<file path="config.mk">
export PLATFORM = sky130hd
export DESIGN_NAME = spisd_regs
export DESIGN_NICKNAME = d
export VERILOG_FILES = /design/src/rtl/spisd_pkg.sv /design/src/rtl/spisd_sync.sv /design/src/rtl/spisd_regs.sv
export VERILOG_INCLUDE_DIRS = /design/src /design/src/rtl
export SDC_FILE = /design/constraint.sdc
export NUM_CORES = 1
export LEC_CHECK = 0
export ABC_AREA = 1
export BUFFER_PORTS_ARGS = -buffer_cell sky130_fd_sc_hd__buf_4
export CORE_ASPECT_RATIO = 1.75
export CORE_MARGIN = 5
export CORE_UTILIZATION = 63
export CTS_CLUSTER_DIAMETER = 120
export DETAILED_ROUTE_END_ITERATION = 7
export PLACE_DENSITY = 0.95
export REMOVE_ABC_BUFFERS = 1
export SYNTH_ARGS = -nofsm -noshare
export SYNTH_HDL_FRONTEND = slang
export SYNTH_SLANG_ARGS = --single-unit
</file>
<file path="constraint.sdc">
create_clock -name clk -period 4.65 [get_ports clk]
set_input_delay 0.6975 -clock clk [delete_from_list [all_inputs] [get_ports clk]]
set_output_delay 0.6975 -clock clk [all_outputs]
set_load 0.02 [all_outputs]
</file>
<file path="src/rtl/spisd_map.svh">
// Register offsets, field positions, reset values and rate counts of the serial port.
// Assumes inclusion by bare name from the register module.
`ifndef SPISD_MAP_SVH
`define SPISD_MAP_SVH

// Register offsets
`define SPISD_OFS_DATA 8'h21
`define SPISD_OFS_CTRL 8'h22
`define SPISD_OFS_CSR 8'h23
`define SPISD_OFS_EVT_STS 8'h24
`define SPISD_OFS_EVT_CLR 8'h25
`define SPISD_OFS_EVT_EN 8'h26

// Control register fields
`define SPISD_CTRL_IRQ_EN 7
`define SPISD_CTRL_PORT_EN 6
`define SPISD_CTRL_SPR2 5
`define SPISD_CTRL_MASTER 4
`define SPISD_CTRL_CPOL 3
`define SPISD_CTRL_CPHA 2
`define SPISD_CTRL_SPR1 1
`define SPISD_CTRL_SPR0 0

// Control/status register fields
`define SPISD_CSR_DONE 7
`define SPISD_CSR_WRITE_COLLISION_FLAG 6
`define SPISD_CSR_OVR 5
`define SPISD_CSR_MODE_FAULT_FLAG 4
`define SPISD_CSR_RSVD 3
`define SPISD_CSR_SOD 2
`define SPISD_CSR_SSM 1
`define SPISD_CSR_SSI 0

// Event status bits
`define SPISD_EVT_DONE 0
`define SPISD_EVT_WRITE_COLLISION_FLAG 1
`define SPISD_EVT_OVR 2
`define SPISD_EVT_MODE_FAULT_FLAG 3

// Reset values
`define SPISD_RST_CTRL 8'h00
`define SPISD_RST_CSR 8'h00
`define SPISD_RST_EVT_EN 4'hD

// Serial clock half periods in clk cycles, by {spr2,spr1,spr0}
`define SPISD_HALF_DIV4 6'h02
`define SPISD_HALF_DIV8 6'h04
`define SPISD_HALF_DIV16 6'h08
`define SPISD_HALF_DIV32 6'h10
`define SPISD_HALF_DIV64 6'h20
`define SPISD_HALF_DIV128 6'h40

// Index of the last of the 16 clock edges in one byte
`define SPISD_LAST_EDGE 4'hF

`endif

</file>
<file path="src/rtl/spisd_pkg.sv">
// Types of the serial port block.
// Assumes spisd_map.svh for the constants.
package spisd_pkg;

    typedef enum logic {
        SPISD_IDLE = 1'b0,
        SPISD_RUN = 1'b1
    } spisd_phase_t;

    typedef struct packed {
        logic [3:0] q1;
        logic [3:0] q2;
    } spisd_sync_st_t;

    typedef struct packed {
        logic [7:0] ctrl;
        logic output_disable;
        logic select_by_software;
        logic internal_select_level;
        logic done_flag;
        logic write_collision_flag_flag;
        logic ovr_flag;
        logic mode_fault_flag_flag;
        logic done_arm;
        logic write_collision_flag_arm;
        logic mode_fault_flag_arm;
        logic [7:0] rxbuf;
        logic [3:0] evt;
        logic [3:0] evt_en;
        logic irq;
        logic [7:0] rdata;
        logic sck_oe;
        logic mosi_oe;
        logic miso_oe;
        spisd_phase_t phase;
        logic [3:0] edge_cnt;
        logic [5:0] div_cnt;
        logic [7:0] shreg;
        logic sck;
        logic sdo;
        logic sck_prev;
    } spisd_st_t;

endpackage : spisd_pkg

</file>
<file path="src/rtl/spisd_sync.sv">
// Two-stage synchroniser for the four serial pins.
// Assumes asynchronous pin levels; only the second stage is read outside.
`timescale 1ns/100ps
module spisd_sync (
    // Clock and reset
    input wire logic clk,
    input wire logic rstn,
    // Pins
    input wire logic [3:0] pin_in,
    output logic [3:0] pin_sync
);
    spisd_pkg::spisd_sync_st_t s_ff;
    spisd_pkg::spisd_sync_st_t nxt_s;

    always_comb begin
        nxt_s = s_ff;
        nxt_s.q1 = pin_in;
        nxt_s.q2 = s_ff.q1;
    end

    always_ff @(posedge clk or negedge rstn) begin
        if (!rstn) begin
            s_ff <= '0;
        end else begin
            s_ff <= nxt_s;
        end
    end

    assign pin_sync = s_ff.q2;
endmodule : spisd_sync

</file>
<file path="src/rtl/spisd_regs.sv">
// Serial peripheral port: data, control and status registers with the byte shifter.
// Assumes one-cycle register strobes on clk and asynchronous serial pins.
//
// The implementer's own choice: the strobed register port.
`timescale 1ns/100ps
`include "spisd_map.svh"
module spisd_regs (
    // Clock and reset
    input wire logic clk,
    input wire logic rstn,
    // Register port
    input wire logic [7:0] reg_addr,
    input wire logic [7:0] reg_wdata,
    input wire logic reg_wr,
    input wire logic reg_rd,
    output logic [7:0] reg_rdata,
    // Serial clock
    input wire logic sck_i,
    output logic sck_o,
    output logic sck_oe,
    // Master out data
    input wire logic mosi_i,
    output logic mosi_o,
    output logic mosi_oe,
    // Master in data
    input wire logic miso_i,
    output logic miso_o,
    output logic miso_oe,
    // Slave select
    input wire logic ss_n_i,
    // Interrupt
    output logic irq
);
    spisd_pkg::spisd_st_t s_ff;
    spisd_pkg::spisd_st_t nxt_s;
    logic [3:0] pin_sync;

    // Half period of the master serial clock
    function automatic logic [5:0] half_period(input logic [2:0] sel);
        logic [5:0] h;
        h = `SPISD_HALF_DIV128;
        unique case (sel)
            3'h4: h = `SPISD_HALF_DIV4;
            3'h0: h = `SPISD_HALF_DIV8;
            3'h1: h = `SPISD_HALF_DIV16;
            3'h6: h = `SPISD_HALF_DIV32;
            3'h2: h = `SPISD_HALF_DIV64;
            3'h3: h = `SPISD_HALF_DIV128;
            3'h5: h = `SPISD_HALF_DIV128;
            3'h7: h = `SPISD_HALF_DIV128;
        endcase
        return h;
    endfunction : half_period

    spisd_sync u_sync (
        .clk(clk),
        .rstn(rstn),
        .pin_in({ss_n_i, miso_i, mosi_i, sck_i}),
        .pin_sync(pin_sync)
    );

    logic sck_s;
    logic mosi_s;
    logic miso_s;
    logic ss_s;
    logic data_wr;
    logic data_rd;
    logic ctrl_wr;
    logic csr_wr;
    logic csr_rd;
    logic clr_wr;
    logic en_wr;
    logic port_enable_bit;
    logic master_select_bit;
    logic int_ss;
    logic busy;
    logic wr_block;
    logic load;
    logic collide;
    logic mode_fault;
    logic edge_go;
    logic done;
    logic done_clr;
    logic ovr_set;
    logic [5:0] half;
    logic sdi;

    assign sck_s = pin_sync[0];
    assign mosi_s = pin_sync[1];
    assign miso_s = pin_sync[2];
    assign ss_s = pin_sync[3];

    always_comb begin
        nxt_s = s_ff;
        data_wr = reg_wr && (reg_addr == `SPISD_OFS_DATA);
        data_rd = reg_rd && (reg_addr == `SPISD_OFS_DATA);
        ctrl_wr = reg_wr && (reg_addr == `SPISD_OFS_CTRL);
        csr_wr = reg_wr && (reg_addr == `SPISD_OFS_CSR);
        csr_rd = reg_rd && (reg_addr == `SPISD_OFS_CSR);
        clr_wr = reg_wr && (reg_addr == `SPISD_OFS_EVT_CLR);
        en_wr = reg_wr && (reg_addr == `SPISD_OFS_EVT_EN);
        port_enable_bit = s_ff.ctrl[`SPISD_CTRL_PORT_EN];
        master_select_bit = s_ff.ctrl[`SPISD_CTRL_MASTER];
        half = half_period({s_ff.ctrl[`SPISD_CTRL_SPR2], s_ff.ctrl[`SPISD_CTRL_SPR1],
                            s_ff.ctrl[`SPISD_CTRL_SPR0]});
        // Internal select from pin or software bit
        int_ss = s_ff.select_by_software ? s_ff.internal_select_level : ss_s;
        sdi = master_select_bit ? miso_s : mosi_s;
        busy = (s_ff.phase == spisd_pkg::SPISD_RUN);
        wr_block = s_ff.done_flag && !s_ff.done_arm;
        collide = data_wr && busy;
        load = data_wr && !wr_block && !busy && port_enable_bit;
        mode_fault = master_select_bit && port_enable_bit && !int_ss;
        edge_go = 1'b0;
        done = 1'b0;

        // Byte shifter
        nxt_s.sck_prev = sck_s;
        if (!port_enable_bit) begin
            nxt_s.phase = spisd_pkg::SPISD_IDLE;
            nxt_s.edge_cnt = '0;
            nxt_s.div_cnt = '0;
            nxt_s.sck = s_ff.ctrl[`SPISD_CTRL_CPOL];
        end else if (master_select_bit) begin
            if (busy) begin
                if (s_ff.div_cnt == half - 6'h01) begin
                    nxt_s.div_cnt = '0;
                    nxt_s.sck = !s_ff.sck;
                    edge_go = 1'b1;
                end else begin
                    nxt_s.div_cnt = s_ff.div_cnt + 6'h01;
                end
            end else begin
                nxt_s.sck = s_ff.ctrl[`SPISD_CTRL_CPOL];
            end
        end else if (int_ss) begin
            nxt_s.phase = spisd_pkg::SPISD_IDLE;
            nxt_s.edge_cnt = '0;
        end else if (sck_s != s_ff.sck_prev) begin
            edge_go = 1'b1;
        end
        if (load) begin
            nxt_s.shreg = reg_wdata;
            nxt_s.edge_cnt = '0;
            nxt_s.div_cnt = '0;
            if (!s_ff.ctrl[`SPISD_CTRL_CPHA]) begin
                nxt_s.sdo = reg_wdata[7];
            end
            if (master_select_bit) begin
                nxt_s.phase = spisd_pkg::SPISD_RUN;
            end
        end
        if (edge_go) begin
            if (s_ff.edge_cnt[0] == s_ff.ctrl[`SPISD_CTRL_CPHA]) begin
                nxt_s.shreg = {s_ff.shreg[6:0], sdi};
            end else begin
                nxt_s.sdo = s_ff.shreg[7];
            end
            nxt_s.phase = spisd_pkg::SPISD_RUN;
            if (s_ff.edge_cnt == `SPISD_LAST_EDGE) begin
                nxt_s.edge_cnt = '0;
                nxt_s.phase = spisd_pkg::SPISD_IDLE;
                done = 1'b1;
            end else begin
                nxt_s.edge_cnt = s_ff.edge_cnt + 4'h1;
            end
        end

        // Transfer done flag, set wins over clear
        done_clr = s_ff.done_arm && (data_rd || data_wr);
        ovr_set = done && s_ff.done_flag && !done_clr;
        if (done) begin
            nxt_s.done_flag = 1'b1;
            nxt_s.done_arm = 1'b0;
        end else if (done_clr) begin
            nxt_s.done_flag = 1'b0;
            nxt_s.done_arm = 1'b0;
        end else if (csr_rd && s_ff.done_flag) begin
            nxt_s.done_arm = 1'b1;
        end
        if (done && !ovr_set) begin
            nxt_s.rxbuf = nxt_s.shreg;
        end

        // Overrun flag
        if (ovr_set) begin
            nxt_s.ovr_flag = 1'b1;
        end else if (csr_rd) begin
            nxt_s.ovr_flag = 1'b0;
        end

        // Write collision flag
        if (collide) begin
            nxt_s.write_collision_flag_flag = 1'b1;
            nxt_s.write_collision_flag_arm = 1'b0;
        end else if (s_ff.write_collision_flag_arm && (data_rd || data_wr)) begin
            nxt_s.write_collision_flag_flag = 1'b0;
            nxt_s.write_collision_flag_arm = 1'b0;
        end else if (csr_rd && s_ff.write_collision_flag_flag) begin
            nxt_s.write_collision_flag_arm = 1'b1;
        end

        // Control and control/status registers
        if (ctrl_wr) begin
            nxt_s.ctrl = reg_wdata;
        end
        if (csr_wr) begin
            nxt_s.output_disable = reg_wdata[`SPISD_CSR_SOD];
            nxt_s.select_by_software = reg_wdata[`SPISD_CSR_SSM];
            nxt_s.internal_select_level = reg_wdata[`SPISD_CSR_SSI];
        end

        // Mode fault flag
        if (mode_fault) begin
            nxt_s.mode_fault_flag_flag = 1'b1;
            nxt_s.mode_fault_flag_arm = 1'b0;
            nxt_s.ctrl[`SPISD_CTRL_PORT_EN] = 1'b0;
            nxt_s.ctrl[`SPISD_CTRL_MASTER] = 1'b0;
        end else if (ctrl_wr && s_ff.mode_fault_flag_arm) begin
            nxt_s.mode_fault_flag_flag = 1'b0;
            nxt_s.mode_fault_flag_arm = 1'b0;
        end else if (csr_rd && s_ff.mode_fault_flag_flag) begin
            nxt_s.mode_fault_flag_arm = 1'b1;
        end

        // Sticky events, set wins over clear
        if (clr_wr) begin
            nxt_s.evt = s_ff.evt & ~reg_wdata[3:0];
        end
        if (en_wr) begin
            nxt_s.evt_en = reg_wdata[3:0];
        end
        if (done) begin
            nxt_s.evt[`SPISD_EVT_DONE] = 1'b1;
        end
        if (collide) begin
            nxt_s.evt[`SPISD_EVT_WRITE_COLLISION_FLAG] = 1'b1;
        end
        if (ovr_set) begin
            nxt_s.evt[`SPISD_EVT_OVR] = 1'b1;
        end
        if (mode_fault && !s_ff.mode_fault_flag_flag) begin
            nxt_s.evt[`SPISD_EVT_MODE_FAULT_FLAG] = 1'b1;
        end
        // Single shared interrupt line
        nxt_s.irq = s_ff.ctrl[`SPISD_CTRL_IRQ_EN] &&
                    (|(s_ff.evt & s_ff.evt_en));

        // Pin drivers
        nxt_s.sck_oe = port_enable_bit && master_select_bit;
        nxt_s.mosi_oe = port_enable_bit && master_select_bit && !s_ff.output_disable;
        nxt_s.miso_oe = port_enable_bit && !master_select_bit && !s_ff.output_disable && !int_ss;

        // Read data, valid one cycle after the strobe
        nxt_s.rdata = '0;
        if (reg_rd) begin
            unique case (reg_addr)
                `SPISD_OFS_DATA: nxt_s.rdata = s_ff.rxbuf;
                `SPISD_OFS_CTRL: nxt_s.rdata = s_ff.ctrl;
                `SPISD_OFS_CSR: nxt_s.rdata = {s_ff.done_flag, s_ff.write_collision_flag_flag,
                                               s_ff.ovr_flag, s_ff.mode_fault_flag_flag, 1'b0,
                                               s_ff.output_disable, s_ff.select_by_software, s_ff.internal_select_level};
                `SPISD_OFS_EVT_STS: nxt_s.rdata = {4'h0, s_ff.evt};
                `SPISD_OFS_EVT_EN: nxt_s.rdata = {4'h0, s_ff.evt_en};
                default: nxt_s.rdata = '0;
            endcase
        end
    end

    always_ff @(posedge clk or negedge rstn) begin
        if (!rstn) begin
            s_ff <= '0;
            s_ff.ctrl <= `SPISD_RST_CTRL;
            s_ff.evt_en <= `SPISD_RST_EVT_EN;
        end else begin
            s_ff <= nxt_s;
        end
    end

    assign reg_rdata = s_ff.rdata;
    assign sck_o = s_ff.sck;
    assign sck_oe = s_ff.sck_oe;
    assign mosi_o = s_ff.sdo;
    assign mosi_oe = s_ff.mosi_oe;
    assign miso_o = s_ff.sdo;
    assign miso_oe = s_ff.miso_oe;
    assign irq = s_ff.irq;
endmodule : spisd_regs

</file>
=== Word-level counts from Yosys, hierarchy flattened ===
Memory sizes are Yosys's and may differ from the RTL's.
Cells that the tools add are included.

* Flip-flop bits (word level): 76
* Memories: 1
* ROM bits: 40

* Reduce and logical (&&, ||, !) cells: 56
* Bitwise operators: 3
* Add/subtract/negate cells: 3
* Eq/ne operators: 16
* Muxes and demuxes: 58

{| class="wikitable"
|+ Memory list
! memory !! depth !! bits a word !! rd ports !! clocked after memory_dff !! wr ports !! line !! text
|-
| (name not given) || 8 || 5 || 1 || 0 || 0 || spisd_regs.sv:42 || <nowiki>unique case (sel)</nowiki>
|}

{| class="wikitable"
|+ Operator list
! cell !! count
|-
| equality test 8 x 6 -> 1 bit, second input constant || 6
|-
| two-way mux 1 bit || 43
|-
| one-hot mux 8 bit (5 select lines) || 1
|-
| logical AND 1 bit || 29
|-
| two-way mux 8 bit || 3
|-
| two-way mux 19 bit || 1
|-
| two-way mux 6 bit || 3
|-
| nonzero test 2 bit || 9
|-
| two-way mux 5 bit || 3
|-
| two-way mux 11 bit || 1
|-
| logical NOT 1 bit || 10
|-
| != test 3 x 2 -> 1 bit, second input constant || 3
|-
| nonzero test 3 bit || 3
|-
| bitwise AND 4 bit || 2
|-
| two-way mux 4 bit || 2
|-
| two-way mux 7 bit || 1
|-
| adder 6 x 1 -> 6 bit, second input constant || 1
|-
| equality test 6 bit || 1
|-
| AND reduction 2 bit || 3
|-
| subtractor 6 x 1 -> 6 bit, second input constant || 1
|-
| adder 4 x 1 -> 4 bit, second input constant || 1
|-
| equality test 4 bit, second input constant || 1
|-
| != test 4 x 1 -> 1 bit, second input constant || 1
|-
| != test 4 x 2 -> 1 bit, second input constant || 1
|-
| 6 further kinds || 6
|}

=== Logic depth before layout (Yosys ltp) ===
An unclocked memory read counts as a cell.

* Depth after elaboration: 12
* Gate-level depth with buffers: 15

=== Modules after synthesis ===
Synthesis repeated with hierarchy kept, for this count alone.

* Cells, all modules: 485
* Area total of the unflattened synthesis: 3,951.3 µm²

{| class="wikitable"
|+ Modules (own cells, without submodules)
! module !! seq. area each (µm²) !! times used !! cells each !! area each (µm²)
|-
| spisd_regs || 1,705.4 || 1 || 477 || 3,751.1
|-
| spisd_sync || 200.2 || 1 || 8 || 200.2
|}

=== Worst setup path after synthesis ===
OpenSTA, ideal clock, no wires.

* Kind: reg2reg
* Start: reg s_ff[60] (netlist bit)
* End: reg s_ff[45] (netlist bit)
* Arrival: 1,883 ps
* Required time: 4,534 ps
* Path buffers: 1
* Clock period less this slack: 1,999 ps
* Setup time: 116 ps
* Setup slack: 2,651 ps
* Cell stages (with the launch flop): 15
* Cells stage by stage: dfrtp_1 -> nor2_1 -> nand2_1 -> ha_1 -> nand2_1 -> nand2_1 -> nor2_1 -> nand2_2 -> nor2_4 -> nand4_4 -> buf_2 -> nand3_1 -> nand2_2 -> nand2_1 -> nand2_1

{| class="wikitable"
|+ RTL lines
! what !! line !! text
|-
| start: declaration || spisd_regs.sv:34 || <nowiki>spisd_pkg::spisd_st_t s_ff;</nowiki>
|-
| start signal: assignment || spisd_regs.sv:276 || <nowiki>s_ff <= nxt_s;</nowiki>
|}

=== Worst setup path in the final report ===
* Start: reg s_ff[60] (netlist bit)
* End: reg s_ff[42] (netlist bit)

* Longest elaborated chain between the ends: 12

{| class="wikitable"
|+ Ends and longest elaborated chain
! what !! line !! text
|-
| memory (8 x 5 bit) * || - ||
|-
| subtractor 6 x 1 -> 6 bit * || spisd_regs.sv:126 || <nowiki>if (s_ff.div_cnt == half - 6'h01) begin</nowiki>
|-
| equality test 6 bit * || spisd_regs.sv:126 ||
|-
| two-way mux 1 bit * || spisd_regs.sv:126 ||
|-
| two-way mux 1 bit * || spisd_regs.sv:125 || <nowiki>if (busy) begin</nowiki>
|-
| two-way mux 1 bit * || spisd_regs.sv:124 || <nowiki>end else if (master_select_bit) begin</nowiki>
|-
| two-way mux 1 bit * || spisd_regs.sv:119 || <nowiki>if (!port_enable_bit) begin</nowiki>
|-
| two-way mux 1 bit || spisd_regs.sv:153 || <nowiki>if (edge_go) begin</nowiki>
|-
| logical AND 1 bit (2 in series) || spisd_regs.sv:171 || <nowiki>ovr_set = done && s_ff.done_flag && !done_clr;</nowiki>
|-
| logical NOT 1 bit || spisd_regs.sv:181 || <nowiki>if (done && !ovr_set) begin</nowiki>
|-
| logical AND 1 bit || spisd_regs.sv:181 ||
|}

Every way passes the cells marked *; elsewhere a longest branch is shown, timed or not.
A chain may end at the register's enable or synchronous reset.

==> results_dict.tcl <==
set metrics [dict create \
    nNetsFinal 534 \
    syn_area_sq_um 3824 \
    hpwl_um 6939 \
    setup_ws_ns 2.100 \
    maxCapViolCount 0 \
    fin_setup_tns_ns 0 \
    clk_pin_slew_ns 0.07 \
    crit_type "register to register" \
    io_pins 39 \
    grt_pass1_wl_um 15370 \
    critical_path_required_ns 4.94 \
    port_buffers 38 \
    grt_max_degree 77 \
    leakagePower_nw 2.241 \
    drt_wl_total_um 9345 \
    drive_above_1_share_pct 16.44 \
    setup-violations-final 0 \
    wl_per_cell_um 15.87 \
    hold_violations 0 \
    antenna_found_initial 0 \
    vias_per_cell 5.761 \
    die_y_um 113.1 \
    clock_latency_ns 0.35 \
    layout_commonest_cell "nand2_1" \
    coreArea_sq_um 5879 \
    cts_max_level 3 \
    grt_pass1_vias 3353 \
    max_freq_mhz 392.2 \
    via_count 3393 \
    ys_seq_area_share_pct 49.84 \
    cts_buffers 9 \
    cts_setup_buffers 0 \
    start_util_pct 65.04 \
    ctsHoldBuffers 0 \
    cts_buffer_depth 2 \
    drt_iter0_drc 399 \
    clockRootBuffer "clkbuf_8" \
    status "finished, final reports clean" \
    syn_inst 474 \
    dieArea_sq_um 7789 \
    critPathArrivalTime_ns 2.84 \
    place.gp.congestion 0.9919 \
    layout_common_cells "167 x nand2_1, 73 x dfrtp_1, 39 x inv_1, 39 x buf_4, 30 x o21ai_0" \
    worst_slew_pin_slew_ns 0.9187 \
    antenna_cells 0 \
    synth_area_per_cell_sq_um 8.067 \
    yosys_warnings 0 \
    area_growth_pct 11.58 \
    powerDensity_nw_per_um2 288.6 \
    yosys_register_bits 76 \
    rows 37 \
    period_minus_slack_ns 2.550 \
    critPathLaunchType "register" \
    ctsResizeCount 0 \
    pre_cts_ws_ns 2.032 \
    p_total_w 0.001231 \
    ir_drop_mv 0.2161 \
    clock_sinks 76 \
    ys_types 38 \
    crit_fanout 16 \
    drt_pre_antenna_iters 5 \
    slew_violations 0 \
    worst_clock_skew_ns 0.007902 \
    rsz0062_at_grt "false" \
    dieWidth_um 68.89 \
    final_area_sq_um 4267 \
    fin_crit_sh_pct 54.84 \
    tritoncts "built" \
    ant_nets 0 \
    min_path_type "register to register" \
    crit_path_end_kind "register" \
    placedInstanceArea_sq_um 4098 \
    grt_util_all_layers_pct 26.47 \
    grt-ovfl-total 0 \
    relSlewSlack_pct 38.76 \
    drc 0 \
]
[power breakdown]
part           switching [W]  leakage [nW]  internal [W]
clock               0.000218        0.0893      0.000219
combinational      0.0000660          1.17     0.0000323
sequential         0.0000160         0.983      0.000680
[cells in the mapped netlist]
library cell	number	area (sq um)
o21a_1	1	7.510
a22oi_1	1	7.510
buf_2	6	30.03
clkbuf_1	1	3.750
o221ai_1	2	17.52
o21ai_0	30	150.1
a21oi_1	12	60.06
xnor2_1	2	17.52
nor2_1	28	105.1
nand4_4	1	21.27
inv_1	39	146.4
xor2_1	3	26.28
nor2_4	2	22.52
nand2_1	167	626.9
a21oi_2	1	8.760
ha_1	3	37.54
a41oi_1	1	8.760
nand3_2	1	10.01
a31oi_1	4	25.02
inv_2	3	11.26
nand3_1	29	145.1
o21ai_1	2	10.01
dfstp_2	3	78.83
nand2_2	12	75.07
buf_4	9	67.56
buf_8	1	15.01
or2_2	2	12.51
nor2_2	2	12.51
nor2_8	1	20.02
nand4_1	18	112.6
nor3b_1	1	7.510
o211ai_2	1	12.51
o22ai_1	1	6.260
nor3_1	6	30.03
nand2_4	3	33.78
o211ai_1	1	7.510
dfrtp_1	73	1827
and3_1	1	6.260
[worst max-delay path, stage by stage, from the launching register on]
cell	delay, ns
dfrtp_1	0.46
nor2_1	0.23
nand2_1	0.09
ha_1	0.32
nand2_1	0.08
nand2_1	0.05
nor2_1	0.11
nand2_2	0.08
nor2_4	0.11
nand4_4	0.24
nand2_4	0.30
nand2_4	0.14
nor2_8	0.15
nand2_1	0.07
nand2_1	0.06
[stage by stage]
stage,instances,utilization (%),hold WS (ns)
floorplan,457,-,0.3312
global placement,574,69.70,0.3318
detailed placement,574,69.70,0.3347
CTS,589,72.57,0.3492
global route,589,72.57,0.3648
finish,589,72.57,0.3418
[area by class of cell]
type                    count  area (sq um)
clock inverters             2         10.01
repair buffers             39         292.8
inverters                  42         157.7
well taps                  78         97.59
fillers                   436          1613
multi-input cells         339          1644
flip-flops and latches     76          1906
clock buffers              13         158.9
[registers in the layout (all words and copies together) (netlist names), 4 cells and up]
| register | cells |
|---|---|
| s_ff | 51 |
| reg_rdata | 8 |
| u_sync.pin_sync | 4 |
| u_sync.nxt_s | 4 |
[path summary, 6_finish.rpt]
path,start,endpoint,slack (ns),cells past startpoint
min in group asynchronous,rstn,s_ff[20]$_DFFE_PN0P_,0.48,1
worst max-delay path,s_ff[60]$_DFFE_PN0P_,s_ff[42]$_DFFE_PN0P_,2.10,14
worst max register to register,s_ff[60]$_DFFE_PN0P_,s_ff[42]$_DFFE_PN0P_,2.10,14
worst min-delay path,u_sync.nxt_s[3]$_DFF_PN0_,u_sync.pin_sync[3]$_DFF_PN0_,0.34,0
max in group asynchronous,rstn,s_ff[35]$_DFFE_PN0P_,3.57,1
worst min register to register,u_sync.nxt_s[3]$_DFF_PN0_,u_sync.pin_sync[3]$_DFF_PN0_,0.34,0
[cells by family (layout without fill, tap and decap cells)]
family	Yosys count	count (layout)	synth area share (%)
AO/OA/AOI/OAI	57	57	8.410
XOR/XNOR	5	5	1.145
adder cells (fa/ha/maj)	3	3	0.9818
buffers and inverters	59	96	7.166
flip-flops	76	76	49.84
AND/OR/NAND/NOR	274	274	32.46
[routing by layer]
layer  routed length (um)  part of all wire [%]  vias to the layer above  global-route usage (%)
met5                    0                     0                        -                       0
met4                  583                   6.2                        0                   17.19
met3                  598                   6.4                       53                   4.568
met2                 4858                    52                      186                   43.81
met1                 3305                    35                     1559                   30.19
li1                     -                     -                     1595                       -
(Power assumes the default switching activity.)
